### src/dffsc_pkg.sv
// package: types and constants for the dual set/clear storage cell block
`default_nettype none
package dffsc_pkg;

    // ----------------------------------------------------------------
    // sizes and reset values
    // ----------------------------------------------------------------
    localparam int   DFFSC_NUM_CELLS  = 2;
    localparam logic DFFSC_STORE_RST  = 1'h0;
    // a high reset value keeps a cell clock held high through reset from
    // looking like a rising edge at release
    localparam logic DFFSC_CLKPREV_RST = 1'h1;
    localparam logic DFFSC_FORCE_SET  = 1'h1;
    localparam logic DFFSC_FORCE_CLR  = 1'h0;

    // ----------------------------------------------------------------
    // carriers
    // ----------------------------------------------------------------
    typedef struct packed {
        logic cell_clk;
        logic data;
        logic async_set_n;
        logic async_clear_n;
    } dffsc_cell_in_t;

    typedef struct packed {
        logic q;
        logic q_n;
    } dffsc_cell_out_t;

endpackage : dffsc_pkg

`default_nettype wire

### src/dffsc_dual.sv
// module: two independent edge-triggered storage cells with async set and clear
`timescale 1ns/10ps
`default_nettype none

// Summary of operation
// (RQ1) Two identical cells run side by side, each with its own clock, data, set, clear and outputs.
// (RQ2) A low set with clear high drives the true output high and the complement low at once.
// (RQ3) A low clear drives the true output low and the complement high at once.
// (RQ4) With set and clear both low, clear wins.
// (RQ5) A cell clock edge has effect only while set and clear are both high.
// (RQ6) A rising cell clock edge with both controls high loads data into the true output.
// (RQ7) Between cell clock rising edges the stored value holds whatever data does.
// (RQ8) The complement output is always the inverse of the true output.
module dffsc_dual
    import dffsc_pkg::*;
(
    // system
    input  wire logic            CLK,
    input  wire logic            RESETN,
    // cell pins
    input  wire dffsc_cell_in_t  CELL_IN  [DFFSC_NUM_CELLS],
    output var  dffsc_cell_out_t CELL_OUT [DFFSC_NUM_CELLS]
);

    // ----------------------------------------------------------------
    // helpers
    // ----------------------------------------------------------------
    // output level a cell shows for a given control pair and stored bit
    function automatic logic dffsc_level(input logic set_n, input logic clr_n,
                                         input logic stored);
        logic lvl;
        lvl = stored;
        if (!clr_n) begin
            lvl = DFFSC_FORCE_CLR;
        end else if (!set_n) begin
            lvl = DFFSC_FORCE_SET;
        end
        return lvl;
    endfunction : dffsc_level

    // ----------------------------------------------------------------
    // cells
    // ----------------------------------------------------------------
    for (genvar c = 0; c < DFFSC_NUM_CELLS; c++) begin : g_cell  // [RQ1]
        logic store_r;
        logic clk_prev_r;
        logic clk_rise;
        logic ctl_idle;
        logic q_lvl;

        // ------------------------------------------------------------
        // cell clock edge and control decode
        // ------------------------------------------------------------
        // the cell clock is a sampled level, so a rise shows one sample late
        // and two rises need a low sample between them
        assign clk_rise = CELL_IN[c].cell_clk & ~clk_prev_r;
        assign ctl_idle = CELL_IN[c].async_set_n & CELL_IN[c].async_clear_n;

        always_ff @(posedge CLK or negedge RESETN) begin
            if (!RESETN) begin
                clk_prev_r <= DFFSC_CLKPREV_RST;
            end else begin
                clk_prev_r <= CELL_IN[c].cell_clk;
            end
        end

        // ------------------------------------------------------------
        // storage
        // ------------------------------------------------------------
        // forced levels are stored too, so the cell keeps them after release;
        // a control pulse that misses every clock edge shows only while it lasts
        always_ff @(posedge CLK or negedge RESETN) begin
            if (!RESETN) begin
                store_r <= DFFSC_STORE_RST;
            end else if (!ctl_idle) begin  // [RQ5]
                store_r <= dffsc_level(CELL_IN[c].async_set_n,
                                       CELL_IN[c].async_clear_n, store_r);
            end else if (clk_rise) begin
                store_r <= CELL_IN[c].data;  // [RQ6]
            end
        end  // [RQ7]

        // ------------------------------------------------------------
        // outputs
        // ------------------------------------------------------------
        // forcing bypasses the flop so it shows without waiting for a clock;
        // the store uses the same function, so shown and kept levels agree
        assign q_lvl = dffsc_level(CELL_IN[c].async_set_n,
                                   CELL_IN[c].async_clear_n, store_r);  // [RQ2] [RQ3] [RQ4]

        always_comb begin
            CELL_OUT[c].q   = q_lvl;
            CELL_OUT[c].q_n = ~q_lvl;  // [RQ8]
        end

        // ------------------------------------------------------------
        // checks: forcing
        // ------------------------------------------------------------
        a_set_forces_high: assert property ( // [RQ2]
            @(posedge CLK) disable iff (!RESETN)
            (!CELL_IN[c].async_set_n && CELL_IN[c].async_clear_n)
                |-> (CELL_OUT[c].q && !CELL_OUT[c].q_n))
            else $error("set did not force output high");

        a_clear_forces_low: assert property ( // [RQ3]
            @(posedge CLK) disable iff (!RESETN)
            !CELL_IN[c].async_clear_n |-> (!CELL_OUT[c].q && CELL_OUT[c].q_n))
            else $error("clear did not force output low");

        a_clear_beats_set: assert property ( // [RQ4]
            @(posedge CLK) disable iff (!RESETN)
            (!CELL_IN[c].async_clear_n && !CELL_IN[c].async_set_n)
                ##1 (CELL_IN[c].async_clear_n && CELL_IN[c].async_set_n && !clk_rise)
                |-> !CELL_OUT[c].q)
            else $error("clear did not win over set");

        a_both_low_forces: assert property ( // [RQ4]
            @(posedge CLK) disable iff (!RESETN)
            (!CELL_IN[c].async_clear_n && !CELL_IN[c].async_set_n)
                |-> (!CELL_OUT[c].q && CELL_OUT[c].q_n))
            else $error("both controls low did not give a low output");

        // a forced level must outlive its control by way of the stored bit
        a_set_kept_after: assert property ( // [RQ2]
            @(posedge CLK) disable iff (!RESETN)
            (!CELL_IN[c].async_set_n && CELL_IN[c].async_clear_n)
                ##1 (ctl_idle && !clk_rise) |-> CELL_OUT[c].q)
            else $error("set level was lost on release");

        a_clear_kept_after: assert property ( // [RQ3]
            @(posedge CLK) disable iff (!RESETN)
            !CELL_IN[c].async_clear_n ##1 (ctl_idle && !clk_rise) |-> !CELL_OUT[c].q)
            else $error("clear level was lost on release");

        // ------------------------------------------------------------
        // checks: capture and hold
        // ------------------------------------------------------------
        a_forced_ignores_edge: assert property ( // [RQ5]
            @(posedge CLK) disable iff (!RESETN)
            (!CELL_IN[c].async_clear_n && clk_rise)
                ##1 (ctl_idle && !clk_rise) |-> !CELL_OUT[c].q)
            else $error("edge took effect while forced");

        a_edge_captures: assert property ( // [RQ6]
            @(posedge CLK) disable iff (!RESETN)
            (ctl_idle && clk_rise)
                ##1 (ctl_idle && !clk_rise)[*2]
                |-> CELL_OUT[c].q == $past(CELL_IN[c].data, 2))
            else $error("edge did not load data");

        a_hold_between: assert property ( // [RQ7]
            @(posedge CLK) disable iff (!RESETN)
            (ctl_idle && !clk_rise) ##1 (ctl_idle && !clk_rise)
                |-> $stable(CELL_OUT[c].q))
            else $error("output changed without a clock edge");

        a_data_ignored: assert property ( // [RQ7]
            @(posedge CLK) disable iff (!RESETN)
            (ctl_idle && !clk_rise)
                ##1 (ctl_idle && !clk_rise && $changed(CELL_IN[c].data))
                |-> $stable(CELL_OUT[c].q_n))
            else $error("data moved the output between edges");

        a_idle_shows_store: assert property ( // [RQ7]
            @(posedge CLK) disable iff (!RESETN)
            ctl_idle |-> CELL_OUT[c].q == store_r)
            else $error("idle output is not the stored bit");

        // the answer stands one cycle after the edge that was taken
        a_edge_loads_next: assert property ( // [RQ6]
            @(posedge CLK) disable iff (!RESETN)
            (ctl_idle && clk_rise) ##1 ctl_idle
                |-> (CELL_OUT[c].q == $past(CELL_IN[c].data)
                     && CELL_OUT[c].q_n == !$past(CELL_IN[c].data)))
            else $error("edge did not load data and its inverse");

        a_forced_no_load: assert property ( // [RQ5]
            @(posedge CLK) disable iff (!RESETN)
            (!ctl_idle && clk_rise) ##1 ctl_idle
                |-> CELL_OUT[c].q == $past(CELL_OUT[c].q))
            else $error("edge under a forcing control loaded data");

        a_pair_inverse: assert property ( // [RQ8]
            @(posedge CLK) disable iff (!RESETN)
            CELL_OUT[c].q_n == !CELL_OUT[c].q)
            else $error("complement is not inverse of true output");

        c_capture_one: cover property (
            @(posedge CLK) disable iff (!RESETN)
            ctl_idle && clk_rise && CELL_IN[c].data ##1 CELL_OUT[c].q);
        c_both_low: cover property (
            @(posedge CLK) disable iff (!RESETN)
            !CELL_IN[c].async_clear_n && !CELL_IN[c].async_set_n);
        c_clear_wins: cover property (
            @(posedge CLK) disable iff (!RESETN)
            (!CELL_IN[c].async_clear_n && !CELL_IN[c].async_set_n) ##1 ctl_idle);
        c_edge_forced: cover property (
            @(posedge CLK) disable iff (!RESETN)
            (!ctl_idle && clk_rise) ##1 ctl_idle);
    end

    // ----------------------------------------------------------------
    // checks: cells side by side
    // ----------------------------------------------------------------
    // each cell keeps its own edge detector, so an edge on one never moves the other
    a_cells_apart: assert property ( // [RQ1]
        @(posedge CLK) disable iff (!RESETN)
        (g_cell[1].ctl_idle && !g_cell[1].clk_rise && g_cell[0].clk_rise)
            ##1 g_cell[1].ctl_idle |-> $stable(CELL_OUT[1].q))
        else $error("cell 1 moved on a cell 0 edge");

    a_cells_apart_back: assert property ( // [RQ1]
        @(posedge CLK) disable iff (!RESETN)
        (g_cell[0].ctl_idle && !g_cell[0].clk_rise && g_cell[1].clk_rise)
            ##1 g_cell[0].ctl_idle |-> $stable(CELL_OUT[0].q))
        else $error("cell 0 moved on a cell 1 edge");

    c_set_then_capture: cover property (
        @(posedge CLK) disable iff (!RESETN)
        !CELL_IN[0].async_set_n ##1 g_cell[0].ctl_idle ##[1:4] g_cell[0].clk_rise);

endmodule : dffsc_dual

`default_nettype wire

### config.mk
export PLATFORM = sky130hd
export DESIGN_NAME = dffsc_dual
export DESIGN_NICKNAME = d
export VERILOG_FILES = /design/src/dffsc_pkg.sv /design/src/dffsc_dual.sv
export SDC_FILE = /design/constraint.sdc
export NUM_CORES = 1
export LEC_CHECK = 0
export BUFFER_PORTS_ARGS = -buffer_cell sky130_fd_sc_hd__buf_2
export CAP_MARGIN = 20
export CORE_AREA = 3 3 40 42
export DETAILED_ROUTE_END_ITERATION = 8
export DIE_AREA = 0 0 43 45
export GPL_TIMING_DRIVEN = 0
export HOLD_SLACK_MARGIN = 0.03
export PLACE_DENSITY_LB_ADDON = 0.15
export SYNTH_ARGS = -nofsm -noshare
export SYNTH_HDL_FRONTEND = slang
export SYNTH_SLANG_ARGS = --single-unit
### constraint.sdc
create_clock -name CLK -period 0.9 [get_ports CLK]
set_input_delay 0.045 -clock CLK [delete_from_list [all_inputs] [get_ports CLK]]
set_output_delay 0.045 -clock CLK [all_outputs]
set_load 0.01 [all_outputs]
# Word level (Yosys, flattened, before mapping)
# Cells that the tools add are included.
[totals]
input_bits = 10
reg_bits = 4
out_inout_bits = 4
elab_cells = 22
[classes]
mux = 8
bitwise_logic = 8
eq_ne = 2
[op_table]
columns = ["cell", "n"]
rows = [
  ["$mux W1", 8],
  ["$and A1 B1 Y1", 4],
  ["$ne A2 B2 Y1 const B", 2],
  ["$not A1 Y1", 4],
]

# Depth between registers and ports, before layout
[logic_depth]
ltp_word = 4
ltp_mapped = 3

# Worst setup path after synthesis
# No wires, ideal clock.
[synth_path]
path_type = "register -> register"
start = "register g_cell[0].clk_prev_r"
end = "register g_cell[0].store_r"
t_arrival_ns = 0.720
path_stages_with_launch = 3
period_less_slack_ns = 0.840
setup_time_ns = 0.120
path_buffers = 0
slack_ns = 0.060
cell_sequence = "dfstp_2 -> nor2b_1 -> o211a_1"
[synth_between]
elab_chain_cells = 3
[synth_rtl]
columns = ["element", "line_no", "text"]
rows = [
  ["start: declaration", "dffsc_dual.sv:46", "logic clk_prev_r;"],
  ["start signal: assignment", "dffsc_dual.sv:63", "clk_prev_r <= CELL_IN[c].cell_clk;"],
  ["$not A1 Y1", "dffsc_dual.sv:56", "assign clk_rise = CELL_IN[c].cell_clk & ~clk_prev_r;"],
  ["$and A1 B1 Y1", "dffsc_dual.sv:56", ""],
  ["$ne A2 B2 Y1 (no source line)", "n/a", ""],
  ["end signal: assignment", "dffsc_dual.sv:76", "store_r <= dffsc_level(CELL_IN[c].async_set_n,"],
  ["end signal: assignment", "dffsc_dual.sv:79", "store_r <= CELL_IN[c].data;"],
  ["end: declaration", "dffsc_dual.sv:45", "logic store_r;"],
]
# No other way between the ends.
# A chain may end at the register's enable or synchronous reset.

==> flow_summary.ini <==
[route]
wire_per_inst_um = 8.85
vias = 210
drc = 0
ant_nets = 0
via_per_inst = 3.96
drt_iter0_drc = 1
drt_wl_total_um = 469
dr.pass1.iters = 2

[timing]
max_slew_margin = 0.942
worst_slack_ns = -0.122
rsz0062_at_grt = yes
fmax_mhz = 979
skew_ns = 0.0000756
min_period_ns = 1.02
drv_slew = 0
period_share = 1.14
setup_viol = 6
hold_violations = 0
tightest_slew_ns = 0.0864

[yosys]
synth_top_area_cell = dfstp_2
syn_inst = 18
synth_nets = 28
ys_ff_latch = 4
synth_area_um2 = 221
ys_seq_area_frac = 0.463
ys_top_cells_by_area = dfstp_2 24%, dfrtp_1 23%, nand2b_4 12%
synth_cell_types = 10
syn_avg_cell_area_um2 = 12.3
synth_warnings = 0
synth_top_area_frac = 0.237

[floorplanning]
die_h_um = 45
fp-row-count = 13
start_util = 0.172
ios = 14
design.die.area_mm2 = 0.00194
die_x_um = 43
core_area_mm2 = 0.00128

[placement]
io_buffers = 13
place.gp.congestion = 0.584
dpl.cell_count = 46

[critical_path]
critPathCaptureType = primary output
cp_max_fo = 2
worstPathCellList = nand2b_4 > buf_6 > nand2_2 > buf_6
worstPathRequired_ns = 0.85
cp_data_arrival_time_ns = 0.98
crit_buf_inv = 2
critPathTopFamily = flip-flops
slowest_delay_ns = 0.35
start_kind = flip-flop
critPathKind = reg2out
crit_top_cell = buf_6
crit_slowest_cell = dfrtp_1

[power_and_ir_drop]
p_leak_uw = 0.000205
p_per_area_mw_per_mm2 = 1380
vdd_drop_max_v = 0.000459

[grt]
antenna_found_initial = 0
gr-total-overflow = 0
grt_max_degree = 5
grt_util_all_layers = 0.0602
grt_pass1_wl_um = 765
grt_pass1_vias = 208

[flow_run]
drv_cap = 0

[final_layout]
fill_cells = 136
diodes = 0
fin_cells = 53
final_layout_size_suffix_gt1_frac = 0.711
multi_input_area_um2 = 113
syn_to_final_growth_pct = 83.6
nets = 50
final_core_util = 0.316
ff_latch_area_um2 = 103

[run_status]
status = finished, violations left
violations = setup timing

[clocking]
cts_root_buf = clkbuf_4
clk_latency_ns = 0.24
cts.path.max_buffers = 2
cts_buffers = 3
clock-sinks = 4
cts.reportedPaths.clkPinSlew_ns = 0.04
htree_levels = 1
cts_tree = done

[hold_path]
hold_path_class = in2reg
per-layer routing:
layer  vias up  GRT usage  part of all wire
met2         8     0.0988              0.57
met3         2     0.0359             0.075
met1        98     0.0438              0.31
li1        102          -                 -
met4         0     0.0723             0.038
met5         -          0                 0
power breakdown:
part	leakage (uW)	internal, uW	switching [uW]
clock	0.0000138	149	74.6
sequential	0.0000458	196	3.63
combinational	0.000145	92.7	47.0
total	0.000205	438	125
path summary, 6_finish.rpt:
path                                       from                    to  slack, ns  cells past startpoint
hold reg to reg            g_cell[1].clk_prev_r     g_cell[1].store_r       0.65                      2
max in group asynchronous                RESETN  g_cell[1].clk_prev_r       0.55                      2
min in group asynchronous                RESETN     g_cell[0].store_r       0.14                      2
hold / removal                       CELL_IN[4]     g_cell[0].store_r       0.07                      2
setup reg to reg              g_cell[1].store_r     g_cell[1].store_r      -0.12                      4
setup / recovery              g_cell[0].store_r           CELL_OUT[2]      -0.12                      4
Yosys cell counts, drive strengths merged:
master,count
nor2b,2
and2,2
nand2,2
nand4bb,2
o211a,2
buf,2
nand2b,2
dfrtp,2
dfstp,2
state kept, by name, indices dropped and copies added (netlist names):
signal / cells
g_cell.clk_prev_r: 2
g_cell.store_r: 2
cell usage in the layout (no fill, tap or decap), drive strengths merged:
master	Yosys	layout
dlygate4sd3	0	3
nand2	2	2
nor2b	2	2
buf	2	16
dfrtp	2	2
and2	2	2
clkbuf	0	3
nand2b	2	2
dfstp	2	2
o211a	2	2
nand4bb	2	2
layout make-up:
type,instances,share of cell area
clock buffers,3,0.0554
multi-input cells,12,0.277
flip-flops and latches,4,0.252
well taps,15,0.0462
repair buffers,19,0.369
through the flow:
| step | setup slack, ns | setup TNS, ns | area [um2] | hold WS (ns) | power, uW |
|---|---|---|---|---|---|
| finish | -0.122 | -0.584 | 407 | 0.0744 | 563 |
| global route | -0.170 | -0.817 | 407 | 0.0684 | 605 |
| CTS | -0.148 | -0.553 | 382 | 0.0632 | 556 |
| detailed placement | -0.0461 | -0.0609 | 305 | -0.148 | 297 |
| global placement | -0.0405 | -0.0473 | 305 | -0.150 | 294 |
| floorplan | 0.0597 | 0 | 221 | -0.251 | 253 |
timing repair:
action,4_1_cts,5_1_grt
endpoints found under the setup margin,4,6
buffers inserted,2,1
endpoints found under the hold margin,6,0
pin swaps,6,0
resized for setup,6,4
gates cloned,0,0
hold buffers,3,0
kinds of logic after synthesis:
family,after synthesis,share of synthesized area
AO/OA/AOI/OAI,2,0.0904
buffers and inverters,2,0.0678
flip-flops,4,0.463
AND/OR/NAND/NOR,10,0.379
No activity file was read; power rests on OpenSTA's default activity.
